**config.mk**
```make
export PLATFORM = sky130hd
export DESIGN_NAME = link_training_frame_tx
export DESIGN_NICKNAME = d
export VERILOG_FILES = /design/src/verilog/link_training_frame_tx.v /design/src/verilog/lt_prbs11.v
export VERILOG_INCLUDE_DIRS = /design/src /design/src/verilog
export SDC_FILE = /design/constraint.sdc
export NUM_CORES = 1
export LEC_CHECK = 0
export BUFFER_PORTS_ARGS = -buffer_cell sky130_fd_sc_hd__buf_2
export CAP_MARGIN = 20
export CORE_ASPECT_RATIO = 2
export CORE_UTILIZATION = 60
export DETAILED_ROUTE_END_ITERATION = 8
export PLACE_DENSITY = 0.89
export SLEW_MARGIN = 10
export SYNTH_ARGS = -nofsm -noshare
export SYNTH_HDL_FRONTEND = slang
export SYNTH_HIERARCHICAL = 1
export SYNTH_SLANG_ARGS = --single-unit
```
**constraint.sdc**
```tcl
create_clock -name clk_i -period 7.3 [get_ports clk_i]
set_input_delay 0.73 -clock clk_i [delete_from_list [all_inputs] [get_ports clk_i]]
set_output_delay 0.73 -clock clk_i [all_outputs]
set_load 0.01 [all_outputs]
```
**src/verilog/lt_frame_defines.vh**
```
// Constants for the link training frame transmitter
`ifndef LT_FRAME_DEFINES_VH
`define LT_FRAME_DEFINES_VH

// -----------------------------------------------------------------
// Frame layout, in line bit times
// -----------------------------------------------------------------
`define LT_CNT_W 13
`define LT_FRAME_BITS 13'h1120
`define LT_FRAME_LAST 13'h111F
`define LT_MARK_START 13'h0000
`define LT_MARK_HALF 13'h0010
`define LT_COEF_START 13'h0020
`define LT_STAT_START 13'h00A0
`define LT_PRBS_START 13'h0120
`define LT_TAIL_START 13'h111E

// -----------------------------------------------------------------
// Control channel cell shape
// -----------------------------------------------------------------
`define LT_CELL_FIRST 3'h0
`define LT_CELL_MID 3'h4
`define LT_WORD_MSB 4'hF

// -----------------------------------------------------------------
// Pattern generator
// -----------------------------------------------------------------
`define LT_SEED_W 11
`define LT_SEED_ZERO 11'h000

// -----------------------------------------------------------------
// APB register map, byte addresses
// -----------------------------------------------------------------
`define LT_ADDR_W 8
`define LT_REG_CTRL 8'h00
`define LT_REG_SEED 8'h04
`define LT_REG_COEF 8'h08
`define LT_REG_STAT 8'h0C
`define LT_REG_STATE 8'h10

// -----------------------------------------------------------------
// Register fields and masks
// -----------------------------------------------------------------
`define LT_CTRL_RUN 0
`define LT_COEF_PRESET 13
`define LT_COEF_INIT 12
`define LT_STAT_READY 15
`define LT_COEF_MASK 16'h303F
`define LT_STAT_MASK 16'h803F
`define LT_STATE_RUN 0
`define LT_STATE_SEED0 1
`define LT_STATE_CC 2
`define LT_STATE_PRBS 3
`define LT_WORD_ZERO 16'h0000
`define LT_DATA_ZERO 32'h00000000

`endif

```
**src/verilog/link_training_frame_tx.v**
```verilog
// Link training frame transmitter with APB control registers
`timescale 1ns/1ps
`default_nettype none

`include "lt_frame_defines.vh"

module link_training_frame_tx (
    // Clock and reset
    input wire clk_i,
    input wire rst_n_i,
    // APB slave
    input wire psel_i,
    input wire penable_i,
    input wire pwrite_i,
    input wire [`LT_ADDR_W-1:0] paddr_i,
    input wire [31:0] pwdata_i,
    output reg [31:0] prdata_o,
    output reg pready_o,
    output reg pslverr_o,
    // Serial lane
    output reg tx_line_o,
    output reg tx_sof_o
);

    // -------------------------------------------------------------
    // Declarations
    // -------------------------------------------------------------
    reg run_enable;
    reg [`LT_SEED_W-1:0] training_prbs_seed;
    reg tx_preset_request;
    reg tx_init_request;
    reg [1:0] tx_post_tap_request;
    reg [1:0] tx_main_tap_request;
    reg [1:0] tx_pre_tap_request;
    reg rx_ready_report;
    reg [1:0] post_tap_state;
    reg [1:0] main_tap_state;
    reg [1:0] pre_tap_state;

    reg running;
    reg seed_was_zero;
    reg [`LT_CNT_W-1:0] bit_cnt;
    reg [15:0] frame_count;
    reg [15:0] coef_shadow;
    reg [15:0] stat_shadow;
    reg dme_level;

    reg next_line;
    reg next_dme;
    reg [31:0] next_rdata;
    reg next_err;

    wire [15:0] coef_word;
    wire [15:0] stat_word;
    wire in_marker;
    wire in_coef;
    wire in_stat;
    wire in_cc;
    wire in_prbs;
    wire in_tail;
    wire [`LT_CNT_W-1:0] cc_offset;
    wire [3:0] cell_index;
    wire [2:0] cell_pos;
    wire [15:0] cc_word;
    wire cc_data_bit;
    wire prbs_bit;
    wire start_frames;
    wire frame_wrap;
    wire apb_setup;
    wire apb_write;
    wire addr_mapped;

    // -------------------------------------------------------------
    // Control channel words
    // -------------------------------------------------------------
    // Reserved positions are hard zeros, whatever software wrote
    assign coef_word = {2'b00,
                        tx_preset_request,
                        tx_init_request,
                        6'b000000,
                        tx_post_tap_request,
                        tx_main_tap_request,
                        tx_pre_tap_request};

    // Receiver-ready flag and the three tap reports
    assign stat_word = {rx_ready_report,
                        9'b000000000,
                        post_tap_state,
                        main_tap_state,
                        pre_tap_state};

    // -------------------------------------------------------------
    // Frame segment decode
    // -------------------------------------------------------------
    // Segment order inside one frame
    assign in_marker = (bit_cnt < `LT_COEF_START);
    assign in_coef = (bit_cnt >= `LT_COEF_START) && (bit_cnt < `LT_STAT_START);
    assign in_stat = (bit_cnt >= `LT_STAT_START) && (bit_cnt < `LT_PRBS_START);
    assign in_prbs = (bit_cnt >= `LT_PRBS_START) && (bit_cnt < `LT_TAIL_START);
    assign in_tail = (bit_cnt >= `LT_TAIL_START);
    assign in_cc = in_coef | in_stat;

    // Offset of the current bit inside its control field
    assign cc_offset = in_coef ? (bit_cnt - `LT_COEF_START) : (bit_cnt - `LT_STAT_START);

    // Eight line bits per data bit: 16 cells fill 128 bit times
    assign cell_index = cc_offset[6:3];
    assign cell_pos = cc_offset[2:0];

    // Most significant bit goes out first
    assign cc_word = in_coef ? coef_shadow : stat_shadow;
    assign cc_data_bit = cc_word[`LT_WORD_MSB - cell_index];

    // Frame boundary
    assign frame_wrap = (bit_cnt == `LT_FRAME_LAST);

    // -------------------------------------------------------------
    // Training pattern generator
    // -------------------------------------------------------------
    // Seed is loaded only when transmission starts; the generator
    // then keeps its state across frames but not across stop/start:
    // a new start reloads it.
    lt_prbs11 u_prbs (
        .clk_i(clk_i),
        .rst_n_i(rst_n_i),
        .load_i(start_frames),
        .seed_i(training_prbs_seed),
        .step_i(running & in_prbs),
        .bit_o(prbs_bit)
    );

    // -------------------------------------------------------------
    // APB decode
    // -------------------------------------------------------------
    // Zero wait states: ready is raised during setup so it is
    // already high in the access cycle, and comes from a flop.
    assign apb_setup = psel_i & ~penable_i;
    assign apb_write = psel_i & penable_i & pready_o & pwrite_i;
    assign addr_mapped = (paddr_i == `LT_REG_CTRL) ||
                         (paddr_i == `LT_REG_SEED) ||
                         (paddr_i == `LT_REG_COEF) ||
                         (paddr_i == `LT_REG_STAT) ||
                         (paddr_i == `LT_REG_STATE);

    // Run bit rising while idle starts the frame stream
    assign start_frames = apb_write && ~pslverr_o && (paddr_i == `LT_REG_CTRL) &&
                          pwdata_i[`LT_CTRL_RUN] && ~running;

    // -------------------------------------------------------------
    // Software registers
    // -------------------------------------------------------------
    // Writes land only in the access cycle with ready high
    always @(posedge clk_i or negedge rst_n_i) begin
        if (!rst_n_i) begin
            run_enable <= 1'b0;
            training_prbs_seed <= `LT_SEED_ZERO;
            tx_preset_request <= 1'b0;
            tx_init_request <= 1'b0;
            tx_post_tap_request <= 2'b00;
            tx_main_tap_request <= 2'b00;
            tx_pre_tap_request <= 2'b00;
            rx_ready_report <= 1'b0;
            post_tap_state <= 2'b00;
            main_tap_state <= 2'b00;
            pre_tap_state <= 2'b00;
        end else if (apb_write && ~pslverr_o) begin
            case (paddr_i)
                `LT_REG_CTRL: begin
                    run_enable <= pwdata_i[`LT_CTRL_RUN];
                end
                `LT_REG_SEED: begin
                    training_prbs_seed <= pwdata_i[`LT_SEED_W-1:0];
                end
                `LT_REG_COEF: begin
                    tx_preset_request <= pwdata_i[`LT_COEF_PRESET];
                    tx_init_request <= pwdata_i[`LT_COEF_INIT];
                    tx_post_tap_request <= pwdata_i[5:4];
                    tx_main_tap_request <= pwdata_i[3:2];
                    tx_pre_tap_request <= pwdata_i[1:0];
                end
                `LT_REG_STAT: begin
                    rx_ready_report <= pwdata_i[`LT_STAT_READY];
                    post_tap_state <= pwdata_i[5:4];
                    main_tap_state <= pwdata_i[3:2];
                    pre_tap_state <= pwdata_i[1:0];
                end
                default: begin
                    run_enable <= run_enable;
                end
            endcase
        end
    end

    // -------------------------------------------------------------
    // Read data mux
    // -------------------------------------------------------------
    // Unmapped addresses read zero and flag a slave error
    always @* begin
        next_rdata = `LT_DATA_ZERO;
        next_err = 1'b0;
        case (paddr_i)
            `LT_REG_CTRL: begin
                next_rdata[`LT_CTRL_RUN] = run_enable;
            end
            `LT_REG_SEED: begin
                next_rdata[`LT_SEED_W-1:0] = training_prbs_seed;
            end
            `LT_REG_COEF: begin
                next_rdata[15:0] = coef_word & `LT_COEF_MASK;
            end
            `LT_REG_STAT: begin
                next_rdata[15:0] = stat_word & `LT_STAT_MASK;
            end
            `LT_REG_STATE: begin
                next_rdata[`LT_STATE_RUN] = running;
                next_rdata[`LT_STATE_SEED0] = seed_was_zero;
                next_rdata[`LT_STATE_CC] = running & in_cc;
                next_rdata[`LT_STATE_PRBS] = running & (in_prbs | in_tail);
                next_rdata[31:16] = frame_count;
            end
            default: begin
                next_err = 1'b1;
            end
        endcase
    end

    // Answer registered in setup, presented in access
    always @(posedge clk_i or negedge rst_n_i) begin
        if (!rst_n_i) begin
            prdata_o <= `LT_DATA_ZERO;
            pready_o <= 1'b0;
            pslverr_o <= 1'b0;
        end else if (apb_setup) begin
            prdata_o <= pwrite_i ? `LT_DATA_ZERO : next_rdata;
            pready_o <= 1'b1;
            pslverr_o <= next_err | ~addr_mapped;
        end else begin
            prdata_o <= `LT_DATA_ZERO;
            pready_o <= 1'b0;
            pslverr_o <= 1'b0;
        end
    end

    // -------------------------------------------------------------
    // Frame sequencer
    // -------------------------------------------------------------
    // One line bit per clock; the count wraps after the last bit
    always @(posedge clk_i or negedge rst_n_i) begin
        if (!rst_n_i) begin
            running <= 1'b0;
            bit_cnt <= `LT_MARK_START;
            frame_count <= `LT_WORD_ZERO;
            seed_was_zero <= 1'b0;
        end else if (start_frames) begin
            running <= 1'b1;
            bit_cnt <= `LT_MARK_START;
            frame_count <= `LT_WORD_ZERO;
            seed_was_zero <= (training_prbs_seed == `LT_SEED_ZERO);
        end else if (!run_enable) begin
            // Stop is immediate; a partial frame is abandoned
            running <= 1'b0;
            bit_cnt <= `LT_MARK_START;
        end else if (running) begin
            if (frame_wrap) begin
                bit_cnt <= `LT_MARK_START;
                frame_count <= frame_count + 16'h0001;
            end else begin
                bit_cnt <= bit_cnt + 13'h0001;
            end
        end
    end

    // -------------------------------------------------------------
    // Control channel snapshot
    // -------------------------------------------------------------
    // Captured at frame start so a mid-field write cannot tear a
    // word; software changes show up in the next frame.
    always @(posedge clk_i or negedge rst_n_i) begin
        if (!rst_n_i) begin
            coef_shadow <= `LT_WORD_ZERO;
            stat_shadow <= `LT_WORD_ZERO;
        end else if (bit_cnt == `LT_MARK_START) begin
            coef_shadow <= coef_word;
            stat_shadow <= stat_word;
        end
    end

    // -------------------------------------------------------------
    // Manchester encoder
    // -------------------------------------------------------------
    // Level flips at every cell edge, and again mid-cell for a one.
    // Runs stay at most eight bits, so the marker cannot recur.
    always @* begin
        next_dme = dme_level;
        if (cell_pos == `LT_CELL_FIRST) begin
            next_dme = ~dme_level;
        end else if ((cell_pos == `LT_CELL_MID) && cc_data_bit) begin
            next_dme = ~dme_level;
        end
    end

    // Level resets low in the marker, matching its last half
    always @(posedge clk_i or negedge rst_n_i) begin
        if (!rst_n_i) begin
            dme_level <= 1'b0;
        end else if (running && in_cc) begin
            dme_level <= next_dme;
        end else begin
            dme_level <= 1'b0;
        end
    end

    // -------------------------------------------------------------
    // Line bit selection
    // -------------------------------------------------------------
    always @* begin
        next_line = 1'b0;
        if (running) begin
            if (in_marker) begin
                next_line = (bit_cnt < `LT_MARK_HALF);
            end else if (in_cc) begin
                next_line = next_dme;
            end else if (in_prbs) begin
                next_line = prbs_bit;
            end else begin
                next_line = 1'b0;
            end
        end
    end

    // Serial output and frame-start pulse, both registered
    always @(posedge clk_i or negedge rst_n_i) begin
        if (!rst_n_i) begin
            tx_line_o <= 1'b0;
            tx_sof_o <= 1'b0;
        end else begin
            tx_line_o <= next_line;
            tx_sof_o <= running && run_enable && (bit_cnt == `LT_MARK_START);
        end
    end

endmodule

`default_nettype wire

```
**src/verilog/lt_prbs11.v**
```verilog
// Eleven-stage training pattern generator, 1 + x9 + x11
`timescale 1ns/1ps
`default_nettype none

`include "lt_frame_defines.vh"

module lt_prbs11 (
    // Clock and reset
    input wire clk_i,
    input wire rst_n_i,
    // Control
    input wire load_i,
    input wire [`LT_SEED_W-1:0] seed_i,
    input wire step_i,
    // Pattern
    output wire bit_o
);

    // -------------------------------------------------------------
    // Shift register
    // -------------------------------------------------------------
    reg [`LT_SEED_W-1:0] state;
    wire feedback;

    // Taps at stages 11 and 9
    assign feedback = state[10] ^ state[8];
    assign bit_o = state[10];

    // Load on every load_i pulse, then step only while step_i is high; never reloaded between frames
    always @(posedge clk_i or negedge rst_n_i) begin
        if (!rst_n_i) begin
            state <= `LT_SEED_ZERO;
        end else if (load_i) begin
            state <= seed_i;
        end else if (step_i) begin
            state <= {state[9:0], feedback};
        end
    end

endmodule

`default_nettype wire
```
; Word level (Yosys, flattened, before mapping)
; Cells that the tools add are included.
[totals]
ff_bits = 121
latchBits = 0
mem_bits_rw = 0
rom_bits = 0
output_inout_bits = 36
memories = 0
[op_classes]
addsub = 5
n_mul = 0
div_mod_pow = 0
n_lt_le_gt_ge = 10
n_eq_ne = 8
shift = 0
n_mux = 33
n_bitwise = 16
reduce_logical = 29
[op_table]
columns = cell, count
row1 = $mux 16, 6
row2 = $mux 32, 2
row3 = $mux 13, 4
row4 = $mux 11, 2
row5 = $pmux 7 s3, 1
row6 = $add 16x1->16 const B, 1
row7 = $eq 8x4->1 const B, 2
row8 = $sub 7x6->7 const B, 2
row9 = $add 13x1->13 const B, 1
row10 = $eq 13x13->1 const B, 1
row11 = $ge 13x13->1 const B, 1
row12 = $ge 13x6->1 const B, 1
row13 = $ge 13x8->1 const B, 1
row14 = $ge 13x9->1 const B, 1
row15 = $logic_not 13->1, 1
row16 = $lt 13x13->1 const B, 1
row17 = $lt 13x5->1 const B, 1
row18 = $lt 13x6->1 const B, 1
row19 = $lt 13x8->1 const B, 1
row20 = $lt 13x9->1 const B, 1
row21 = $mux 1, 13
row22 = $pmux 3 s4, 1
row23 = $logic_and 1x1->1, 11
row24 = $logic_not 11->1, 1
row25 = other kinds (22), 43

; Logic depth before layout (Yosys ltp)
; Gate-level depths: netlist of run 1.
[depth]
word_depth = 12
mapped_depth = 10
depth_no_buf = 9

; Cells and area by module
; Netlist of run 1, hierarchy kept.
[by_module_without_submodules]
columns = mod, n_inst, cells_each, area_per_inst_um2
row1 = link_training_frame_tx, 1, 496, 5268.8
row2 = lt_prbs11, 1, 49, 525.5

; Worst setup path before layout of run 1
; OpenSTA, ideal clock, no wires.
[synth_timing]
path_type = input -> register
startpoint = input port paddr_i[6]
endpoint = register training_prbs_seed[10]
setup_time_ns = 0.125
arrival_ns = 2.636
t_required_ns = 7.175
setup_slack_ns = 4.539
stages = 6
cell_sequence = or4_1 > or3_1 > nor3b_2 > nand2_1 > clkbuf_1 > mux2_2
[synth_between]
elab_chain_len = 2
[synth_lines]
columns = item, line
row1 = start: declaration, link_training_frame_tx.v:15  ; input wire [`LT_ADDR_W-1:0] paddr_i,
row2 = $eq 8x3->1, link_training_frame_tx.v:167  ; case (paddr_i)
row3 = $reduce_and 2->1 (no line), --
row4 = end signal: assignment, link_training_frame_tx.v:156  ; training_prbs_seed <= `LT_SEED_ZERO;
row5 = end signal: assignment, link_training_frame_tx.v:172  ; training_prbs_seed <= pwdata_i[`LT_SEED_W-1:0];
row6 = end: declaration, link_training_frame_tx.v:29  ; reg [`LT_SEED_W-1:0] training_prbs_seed;
; No other way between the ends.
; A chain may end at the register's enable or synchronous reset.

; Worst setup path in the final report of run 1
[layout_timing]
startpoint = register bit_cnt[5]
endpoint = register u_prbs.state[0]
[layout_between]
elab_chain_len = 4
elab_cells_between_ends = 5
classes_between = order compare (2) / bitwise (1) / reduce/logical (2)
[layout_lines]
columns = item, line
row1 = start: declaration, link_training_frame_tx.v:42  ; reg [`LT_CNT_W-1:0] bit_cnt;
row2 = start signal: assignment, link_training_frame_tx.v:251  ; bit_cnt <= `LT_MARK_START;
row3 = start signal: assignment, link_training_frame_tx.v:256  ; bit_cnt <= `LT_MARK_START;
row4 = start signal: assignment, link_training_frame_tx.v:262  ; bit_cnt <= `LT_MARK_START;
row5 = $ge 13x9->1 (no line) or $lt 13x13->1 (tied branches), --
row6 = $logic_and 1x1->1 (*), link_training_frame_tx.v:99  ; assign in_prbs = (bit_cnt >= `LT_PRBS_START) && (bit_cnt < `LT_TAIL_START);
row7 = $and 1x1->1 (*), link_training_frame_tx.v:128  ; .step_i(running & in_prbs),
row8 = $reduce_bool 2->1 (no line) (*), --
row9 = end signal: assignment, lt_prbs11.v:32  ; state <= `LT_SEED_ZERO;
row10 = end signal: assignment, lt_prbs11.v:34  ; state <= seed_i;
row11 = end signal: assignment, lt_prbs11.v:36  ; state <= {state[9:0], feedback};
row12 = end: declaration, lt_prbs11.v:22  ; reg [`LT_SEED_W-1:0] state;
; Every way passes the cells marked *; elsewhere a longest branch is shown, timed or not.

==> results of run 1 <==
[metrics by stage]
step           worst slack, ps  hold slack, ps  cells  area (um2)
2_1_floorplan             4539           434.4    546        5798
3_3_place_gp              4070           484.5    684        6121
3_5_place_dp              4002           489.1    684        6121
4_1_cts                   4205           293.4    715        6709
5_1_grt                   3884           321.7    717        6749
6_report                  4040           271.9    717        6749
[layer usage]
| metal | wire (um) | global-route usage (%) |
|---|---|---|
| met1 | 5478 | 36.73 |
| met2 | 8334 | 55.59 |
| met3 | 870 | 5.861 |
| met4 | 966 | 24.25 |
| met5 | 0 | 0 |
[synth_stat cells, types with 10 or more instances]
library cell  instances  area (um2)
mux2_2               46       518.0
nand4_1              13       81.33
o21ai_0              27       135.1
and3_1               29       181.4
mux2i_1              12       120.1
nand2_1              44       165.2
nor2_1               47       176.4
a21oi_1              16       80.08
dfrtp_1             119        2978
xor2_1               10       87.58
clkbuf_1             19       71.32
nand3_1              17       85.08
o21ai_1              12       60.06
inv_1                13       48.80
[state kept, by name (all words and copies together), names as in the netlist, 7 cells and up]
name                cells
prdata_o               30
stat_shadow             7
frame_count            16
coef_shadow             8
training_prbs_seed     11
bit_cnt                13
u_prbs/state           11
[layout by cell type, fill, tap and decap left out, types with 4 or more instances in the layout]
master     Yosys  layout
a22oi_1        5       5
buf_4          2       4
nor2_1        47      47
mux2_2        46      46
ha_1           6       6
mux2i_1       12      12
nand2_1       44      44
nor2b_1        5       5
buf_2          4      59
nand2b_1       6       6
o21ai_0       27      27
nor3_1         6       6
xor2_1        10      10
a31oi_1        6       6
a21oi_1       16      16
nand4_1       13      13
and3_1        29      29
inv_1         13      13
o21ai_1       12      12
nand3_1       17      17
or3_1          4       4
xnor2_1        6       6
clkinv_2       0       6
and2_1         4       4
clkbuf_16      0      17
dfrtp_1      119     119
[logic make-up after synthesis]
family	Yosys count	synth area share, %
DFF	119	51.39
and+or+nand+nor	200	18.46
buffers and inverters	42	3.066
adders and majority gates	6	1.296
muxes	58	11.01
other	1	0.06472
AOI/OAI and AO/OA	103	12.29
xor gates and xnor gates	16	2.418
[worst min path at each step]
stage | end | depth (start not counted) | slack [ps]
after floorplan | bit_cnt[0] | 0 | 430
after global placement | coef_shadow[0] | 1 | 480
after detailed placement | coef_shadow[0] | 1 | 490
after CTS | bit_cnt[5] | 1 | 290
after global routing | bit_cnt[9] | 1 | 320
final | tx_sof_o | 1 | 270
[worst register-to-register path, stage by stage, from the launching register on]
cell      delay, ps
dfrtp_1         650
inv_1           240
ha_1            370
nand2b_1        260
a21oi_1          60
o21ai_0         410
and3_1          710
or2b_1          320
o211ai_2        150
[where the power goes]
group          total (mW)  internal [mW]  switching, mW  leakage, nW
Sequential          0.664          0.662        0.00164         1.55
Clock               0.841          0.548          0.293        0.292
Combinational      0.0352        0.00916         0.0260         1.36
[final cells by class]
class,count,area (um2)
clock buffer,21,460.4
clock inverter,10,127.6
fill,590,2635
inverter,14,52.55
multi-input combinational,385,2648
sequential,119,2978
tap,104,130.1
timing repair buffer,64,352.8
==> flow_summary_export.csv, run 1 <==
group,metric,value,unit
outcome,status,"completed",
routing,drc,0,
timing,fin_crit,3260,ps
logic_synthesis,synth.distinct_cells,72,
timing,relSlewSlack,34.02,%
clock_tree,cts_tree,"done",
clock_tree,cts_hold_buf,0,
power_and_ir_drop,peakVddDrop,0.2042,mV
worst_hold_path,hold_class,"in2async",
timing,tns,0,ps
die,die_h,141.0,um
routing,wire_per_inst,21.83,um
critical_path,max_stage_delay,700,ps
grt,grt_pass1_wl,24860,um
clock_tree,ctsResizeCount,0,
placement,hpwl,9802,um
cells_and_area,syn2layout_area_growth,16.48,%
grt,grt_pass1_vias,4808,
routing,antenna_left,0,
die,initial_core_util,61.75,%
clock_tree,clock_latency,420,ps
power_and_ir_drop,finalPower,1.540,mW
routing,vias_per_cell,6.725,
critical_path,cp.arrival,3600,ps
critical_path,critPathLaunch,"bit_cnt[5]",
critical_path,crit_fanout,13,
critical_path,crit_family,"simple AND/OR/NAND/NOR gates",
logic_synthesis,synth_edf_count,0,
critical_path,ff2ff_path_depth,8,
timing,drv_slew,0,
cells_and_area,antenna_cells,0,
die,num_rows,50,
clock_tree,ctsLongestPathBuffers,2,
critical_path,worstPathRequired,7640,ps
clock_tree,cts.sinks,119,
cells_and_area,fin_nets,652,
timing,rsz0062_at_grt,"false",
logic_synthesis,synth_area_per_cell,10.63,um2
clock_tree,path_clk_slew,60,ps
logic_synthesis,yosysSeqAreaShare,51.39,%
logic_synthesis,synth_warnings,6,
critical_path,start_kind,"flip-flop",
grt,antenna_found_initial,0,
clock_tree,numCtsBuffers,17,
logic_synthesis,ys_ff_latch,119,
timing,skew,7.869,ps
die,core_area,9384,um2
routing,route.vias.total,4822,
timing,period_share,44.65,%
power_and_ir_drop,p_per_area,228.2,nW/um2
critical_path,timing.critical_path.to,"u_prbs/state[0]",
critical_path,crit_type,"reg2reg",
power_and_ir_drop,p_leak,3.198,nW
die,io_pins,81,
critical_path,worstReg2RegEnd,"u_prbs/state[0]",
routing,dr.pass1.iters,6,
grt,track_usage,33.00,%
logic_synthesis,syn-instance-count,545,
critical_path,path_cells,"inv_1 > ha_1 > nand2b_1 > a21oi_1 > o21ai_0 > and3_1 > or2b_1 > o211ai_2",
critical_path,rrSetupSlack,4040,ps
timing,setup_violations,0,
timing,max_slew.worst_pin.slew,989.7,ps
job,drv_cap,0,
grt,grt_max_degree,81,
die,fp.dieW,71.49,um
clock_tree,post_cts_buffers,0,
critical_path,path_buf_inv,1,
routing,drt-initial-drc-count,579,
timing,max_freq,306.8,MHz
logic_synthesis,synthFlopType,"dfrtp_1",
logic_synthesis,syn-cell-area,5794,um2
critical_path,critPathCaptureType,"flip-flop",
clock_tree,clockRootBuffer,"clkbuf_16",
cells_and_area,fin_util,71.92,%
die,die_area,10080,um2
timing,hold_viol_final,0,
critical_path,cp_slowest_cell,"and3_1",
placement,gp_congestion,0.9552,
clock_tree,cts_htree_levels,4,
routing,finalWirelength,15650,um
cells_and_area,drive_above_1_share,25.77,%
placement,io_buffer_count,60,
critical_path,reg2reg_from,"bit_cnt[5]",
logic_synthesis,async_flop_share,100.0,%
grt,grt_remaining_overflow,0,
critical_path,path_depth,8,
(Power assumes the default switching activity.)
==> inputs of run 2 (changes only) <==
--- a/config.mk
+++ b/config.mk
@@ -6,12 +6,13 @@
 export SDC_FILE = /design/constraint.sdc
 export NUM_CORES = 1
 export LEC_CHECK = 0
+export ABC_AREA = 1
 export BUFFER_PORTS_ARGS = -buffer_cell sky130_fd_sc_hd__buf_2
 export CAP_MARGIN = 20
 export CORE_ASPECT_RATIO = 2
-export CORE_UTILIZATION = 60
+export CORE_UTILIZATION = 57
 export DETAILED_ROUTE_END_ITERATION = 8
-export PLACE_DENSITY = 0.89
+export PLACE_DENSITY = 0.85
 export SLEW_MARGIN = 10
 export SYNTH_ARGS = -nofsm -noshare
 export SYNTH_HDL_FRONTEND = slang
==> constraint.sdc (replaced) <==
create_clock -name clk_i -period 3.42 [get_ports clk_i]
set_input_delay 0.342 -clock clk_i [delete_from_list [all_inputs] [get_ports clk_i]]
set_output_delay 0.342 -clock clk_i [all_outputs]
set_load 0.01 [all_outputs]
==> run 2 against run 1 <==
Combinational power grew 100%. Largest cell class unchanged. Worst hold slack worse by 120 ps. Synthesized cell count up 22%. Register-to-register slack got worse by 3200 ps. Largest power group unchanged. Setup slack got worse by 3200 ps.
==> flow_summary_export.csv, run 2 <==
group,metric,value,unit
logic_synthesis,synthFlopType,"dfrtp_1",
grt,busiest_layer,"met2",
power_and_ir_drop,finalPower,3.405,mW
die,die_area,10440,um2
timing,max_slew.worst_pin.slew,841.5,ps
routing,drt-initial-drc-count,386,
clock_tree,cts.sinks,119,
logic_synthesis,async_flop_share,100.0,%
worst_hold_path,min_to,"training_prbs_seed[10]",
critical_path,path_cells,"inv_1 > ha_1 > inv_1 > nor2_1 > nor2_1 > a311oi_1 > nand3b_1 > nor2_1 > nor2_2 > nand2_1 > nand3_1",
clock_tree,numCtsBuffers,17,
grt,grt_pass1_wl,23320,um
worst_hold_path,min_path_cells,2,
worst_hold_path,min-delay-start,"pwdata_i[10]",
cells_and_area,top_register,"prdata_o",
cells_and_area,drive_above_1_share,18.57,%
logic_synthesis,synth_top_family_by_area,"simple AND/OR/NAND/NOR gates",
timing,skew,12.14,ps
timing,rsz0062_at_grt,"false",
critical_path,cp_slowest_cell,"dfrtp_1",
critical_path,critPathCaptureType,"flip-flop",
routing,wire_per_inst,16.42,um
placement,io_buffer_count,60,
die,initial_core_util,58.81,%
die,die_h,143.5,um
routing,finalWirelength,14370,um
cells_and_area,syn2layout_area_growth,18.69,%
placement,placed_area,6125,um2
grt,grtUsageMet1,31.00,%
clock_tree,cts_htree_levels,4,
logic_synthesis,synth-simple-area-share,25.82,%
grt,track_usage,30.06,%
clock_tree,cts_tree,"done",
logic_synthesis,synth_edf_count,0,
grt,grt_pass1_vias,4990,
die,fp.dieW,72.74,um
grt,antenna_found_initial,0,
logic_synthesis,yosysMostFrequentCell,"nand2_1",
placement,hpwl,9911,um
grt,met2_usage,53.91,%
job,drv_cap,0,
logic_synthesis,synth_top_area_share,52.20,%
cells_and_area,layout_common_cells,"nand2_1 (134), dfrtp_1 (119), inv_1 (92)",
logic_synthesis,syn-instance-count,663,
timing,period_share,76.22,%
critical_path,rrSetupSlack,810,ps
clock_tree,post_cts_buffers,0,
routing,route.vias.total,5001,
logic_synthesis,synth_warnings,6,
cells_and_area,largestRegisters,"prdata_o: 30 flops, frame_count: 16 flops, bit_cnt: 13 flops",
critical_path,cp_common_cell,"nor2_1",
critical_path,crit_fanout,11,
critical_path,worstReg2RegEnd,"u_prbs/state[6]",
logic_synthesis,synth_area_leaders,"dfrtp_1 (52%), nand2_1 (8.8%), inv_1 (6.1%)",
critical_path,max_stage_delay,490,ps
logic_synthesis,synth-xor-area-share,1.075,%
logic_synthesis,yosysSeqAreaShare,52.20,%
timing,tns,0,ps
routing,dr.pass1.iters,5,
timing,relSlewSlack,43.84,%
timing,drv_slew,0,
logic_synthesis,synthTopCellsByCount,"nand2_1 (134), dfrtp_1 (119), inv_1 (92), o21ai_0 (56), nand3_1 (51)",
cells_and_area,fin_util,69.80,%
clock_tree,ctsResizeCount,0,
placement,gp_congestion,0.9304,
critical_path,worstPathRequired,3780,ps
grt,grt_remaining_overflow,0,
clock_tree,clockRootBuffer,"clkbuf_16",
worst_hold_path,hold_class,"in2reg",
logic_synthesis,syn-cell-area,5704,um2
critical_path,ff2ff_path_depth,11,
logic_synthesis,synth.distinct_cells,44,
routing,antenna_left,0,
die,io_pins,81,
logic_synthesis,synthAdderAreaFrac,1.316,%
power_and_ir_drop,p_per_area,502.9,nW/um2
cells_and_area,fin_nets,781,
timing,max_freq,383.6,MHz
routing,vias_per_cell,5.715,
logic_synthesis,ys_ff_latch,119,
critical_path,start_kind,"flip-flop",
timing,setup_violations,0,
timing,hold_ws,150.0,ps
logic_synthesis,synth_compound_area_share,9.520,%
critical_path,crit_type,"reg2reg",
power_and_ir_drop,peakVddDrop,0.4521,mV
grt,grtUsageMet3,7.504,%
clock_tree,clock_latency,420,ps
logic_synthesis,yosysTopAreaCell,"dfrtp_1",
cells_and_area,antenna_cells,0,
routing,drc,0,
power_and_ir_drop,p_leak,3.343,nW
timing,hold_viol_final,0,
clock_tree,path_clk_slew,60,ps
clock_tree,cts_hold_buf,1,
die,num_rows,51,
critical_path,cp.arrival,2960,ps
cells_and_area,largest_reg_flops,30,
die,core_area,9699,um2
timing,fin_crit,2607,ps
cells_and_area,post-route-cell-area,6770,um2
logic_synthesis,muxShareOfSynthArea,2.172,%
outcome,status,"completed",
logic_synthesis,synth_area_per_cell,8.604,um2
clock_tree,ctsLongestPathBuffers,2,
cells_and_area,final_common_cell,"nand2_1",
critical_path,reg2reg_from,"bit_cnt[5]",
grt,grt_max_degree,65,
[run 2: cell types whose count changed after synthesis, moves of 28 or more]
cell and delta:
mux2_2 -35, inv_1 +79, o21ai_0 +29, nand2_1 +90, nor3_1 +28, nand3_1 +34
and3_1 -29
[run 2: how the worst max path moves through the flow]
stage	start	slack, ps	endpoint	cells after the start
2_1_floorplan	bit_cnt[5]	1420	tx_line_o	17
3_3_place_gp	bit_cnt[5]	910	u_prbs/state[5]	11
3_5_place_dp	bit_cnt[0]	890	u_prbs/state[6]	13
4_1_cts	bit_cnt[0]	860	u_prbs/state[0]	13
5_1_grt	bit_cnt[5]	550	u_prbs/state[8]	11
6_report	bit_cnt[5]	810	u_prbs/state[6]	11
[run 2: where the power goes]
part	internal (mW)	switching, mW	total, mW
Clock	1.25	0.672	1.92
Combinational	0.0203	0.0512	0.0715
Sequential	1.41	0.00317	1.42
Total	2.68	0.727	3.40
[run 2: layout make-up]
type | count | area, um2
Fill cell | 740 | 2929
Multi-Input combinational cell | 432 | 2283
Clock inverter | 13 | 192.7
Inverter | 96 | 360.3
Clock buffer | 19 | 442.9
Sequential cell | 119 | 2978
Tap cell | 132 | 165.2
Timing Repair Buffer | 64 | 347.8
[run 2: logic make-up (layout without fill, tap and decap cells)]
group                    after synthesis  in the layout
AO/OA/AOI/OAI                         94             94
XOR/XNOR                               7              7
adder cells (fa/ha/maj)                6              6
multiplexers                          11             11
other                                  1              2
flip-flops                           119            119
buffers and inverters                113            192
AND/OR/NAND/NOR                      312            312
[run 2: per-stage QoR]
| stage | cells | setup slack [ps] |
|---|---|---|
| finish | 875 | 813.1 |
| global route | 875 | 550.8 |
| CTS | 875 | 864.8 |
| detailed placement | 842 | 886.7 |
| global placement | 842 | 911.6 |
| floorplan | 664 | 1420 |
[run 2: routing by layer]
layer  vias up  share of wire (%)  wire length, um
met1      2410                 34             4913
met2       225                 56             8032
li1       2309                  -                -
met3        57                5.6              811
met5         -                  0                0
met4         0                4.3              612
[run 2: critical path: cells and delay by family (launching register included)]
kind	cells	cell delay, ps
DFF	1	490
and+or+nand+nor	7	1170
AOI/OAI and AO/OA	1	360
adders and majority gates	1	230
buffers and inverters	2	280
==> inputs of run 3 (changes only) <==
--- a/config.mk
+++ b/config.mk
@@ -10,9 +10,9 @@
 export BUFFER_PORTS_ARGS = -buffer_cell sky130_fd_sc_hd__buf_2
 export CAP_MARGIN = 20
 export CORE_ASPECT_RATIO = 2
-export CORE_UTILIZATION = 57
+export CORE_UTILIZATION = 52
 export DETAILED_ROUTE_END_ITERATION = 8
-export PLACE_DENSITY = 0.85
+export PLACE_DENSITY = 0.82
 export SLEW_MARGIN = 10
 export SYNTH_ARGS = -nofsm -noshare
 export SYNTH_HDL_FRONTEND = slang
==> constraint.sdc (replaced) <==
create_clock -name clk_i -period 2.2 [get_ports clk_i]
set_input_delay 0.22 -clock clk_i [delete_from_list [all_inputs] [get_ports clk_i]]
set_output_delay 0.22 -clock clk_i [all_outputs]
set_load 0.01 [all_outputs]
==> run 3 against run 2 <==
Routed wire length up 3.2%. Global-route usage down 3.0 points. Register-to-register slack worse by 790 ps. Die area up 9.4%. Sequential power up 55%. Cell count up 5.9%. Flip-flop and latch count unchanged. Via count up 3.3%. Design area up 7.2%. Count of clock-buffer cells in the layout unchanged. Critical path type unchanged. Critical endpoint is now frame_count[7].
==> flow_summary_export.csv, run 3 (same netlist as run 2, synthesis figures left out) <==
group,metric,value,unit
timing,setup_violations,0,
placement,hpwl,10550,um
cells_and_area,layout_common_cells,"nand2_1 (128), dfrtp_1 (117), inv_1 (88)",
timing,relSlewSlack,41.61,%
routing,dr.pass1.iters,7,
routing,wire_per_inst,15.99,um
grt,track_usage,27.04,%
cells_and_area,fin_util,68.41,%
die,initial_core_util,53.76,%
clock_tree,path_clk_slew,60,ps
critical_path,start_kind,"flip-flop",
cells_and_area,syn2layout_area_growth,27.24,%
clock_tree,numCtsBuffers,17,
die,num_rows,53,
die,die_area,11420,um2
cells_and_area,largestRegisters,"prdata_o: 30 flops, frame_count: 16 flops, bit_cnt: 13 flops",
routing,drt-initial-drc-count,318,
timing,skew,8.124,ps
power_and_ir_drop,peakVddDrop,0.8251,mV
clock_tree,cts_htree_levels,4,
cells_and_area,top_register,"prdata_o",
cells_and_area,final_common_cell,"nand2_1",
clock_tree,ctsLongestPathBuffers,2,
power_and_ir_drop,p_leak,3.568,nW
critical_path,crit_fanout,4,
clock_tree,clock_latency,410,ps
routing,vias_per_cell,5.574,
timing,max_freq,459.4,MHz
die,core_area,10610,um2
critical_path,crit_type,"reg2reg",
routing,antenna_left,0,
critical_path,worstPathRequired,2530,ps
timing,setup_ws,23.40,ps
clock_tree,cts_tree,"done",
placement,gp_congestion,0.9077,
timing,drv_slew,0,
cells_and_area,fin_nets,828,
timing,rsz0062_at_grt,"true",
timing,hold_viol_final,0,
worst_hold_path,hold_class,"in2reg",
cells_and_area,fill_cells,785,
job,drv_cap,0,
grt,antenna_found_initial,0,
outcome,status,"completed",
critical_path,cp.arrival,2500,ps
critical_path,critPathCaptureType,"flip-flop",
cells_and_area,antenna_cells,0,
timing,max_slew.worst_pin.slew,875.0,ps
cells_and_area,seq_area,2980,um2
cells_and_area,drive_above_1_share,26.71,%
die,fp.dieW,76.06,um
routing,finalWirelength,14820,um
timing,period_share,98.94,%
power_and_ir_drop,p_per_area,700.6,nW/um2
grt,grt_pass1_vias,5186,
placement,io_buffer_count,60,
clock_tree,cts.sinks,119,
die,io_pins,81,
cells_and_area,largest_reg_flops,30,
placement,dp.cells,883,
cells_and_area,stdcell_count,927,
clock_tree,clockRootBuffer,"clkbuf_16",
timing,fin_crit,2177,ps
placement,pre_cts_slack,-30.69,ps
routing,drc,0,
power_and_ir_drop,finalPower,5.085,mW
grt,grt_max_degree,45,
die,die_h,150.1,um
grt,grt_pass1_wl,23790,um
routing,route.vias.total,5167,
cells_and_area,multi_input_area,2417,um2
grt,grt_remaining_overflow,0,
[run 3: cell types whose count changed in the layout (fill, tap and decap cells not counted), moves of 3 or more]
| cell | delta |
|---|---|
| buf_4 | +41 |
| nand2_1 | -6 |
| nor2_1 | -6 |
| buf_6 | +5 |
| nand2_2 | +5 |
| inv_1 | -4 |
| inv_2 | +4 |
| nor2_4 | +4 |
| ha_1 | -3 |
[run 3: layout make-up]
cell class,count,share of cell area (%)
clock buffer,19,6.240
sequential,119,41.06
multi-input combinational,432,33.30
inverter,96,4.965
timing repair buffer,111,10.08
tap,137,2.362
clock inverter,13,1.982
[run 3: where the power goes]
part	internal [mW]	switching, mW
Sequential	2.20	0.00518
Combinational	0.0353	0.0806
Clock	1.74	1.03
[run 3: timing repair]
item,4_1_cts,5_1_grt
hold endpoints to repair,42,0
hold buffers,1,0
pin swaps,0,18
buffers inserted,0,11
endpoints found under the setup margin,11,27
resized for setup,2,40
[run 3: worst paths after layout]
| kind | endpoint | start | cells past startpoint | slack [ps] |
|---|---|---|---|---|
| worst max-delay path | frame_count[7] | bit_cnt[0] | 13 | 20 |
| worst min-delay path | pready_o | penable_i | 2 | 9 |
| worst max register to register | frame_count[7] | bit_cnt[0] | 13 | 20 |
| worst min register to register | coef_shadow[12] | coef_shadow[12] | 2 | 480 |
| max in group asynchronous | stat_shadow[1] | rst_n_i | 3 | 1190 |
| min in group asynchronous | coef_shadow[12] | rst_n_i | 2 | 380 |
[run 3: worst max-delay path, cell delays in order, from the launching register on]
cell     delay (ps)
dfrtp_1         360
buf_6           110
ha_4            140
nand2_4          60
nor2_4          130
inv_2            50
nor2_4          180
nand3_4         120
o21ai_4         250
buf_6           130
nand4_1         110
nor2_2          160
a21oi_1          80
nor3_1          200
[run 3: metrics by stage]
step	TNS, ps	hold WS, ps	area (um2)
floorplan	0	-75.59	5708
global placement	0	244.9	6414
detailed placement	-106.7	258.6	6414
CTS	0	5.125	7025
global route	-1248	27.92	7258
finish	0	8.903	7258
[run 3: routing by layer]
layer	routed length (um)	part of all wire, %	track usage [%]
met5	0	0	0
met4	811	5.5	17.60
met3	711	4.8	4.909
met2	8249	56	51.73
met1	5051	34	26.24
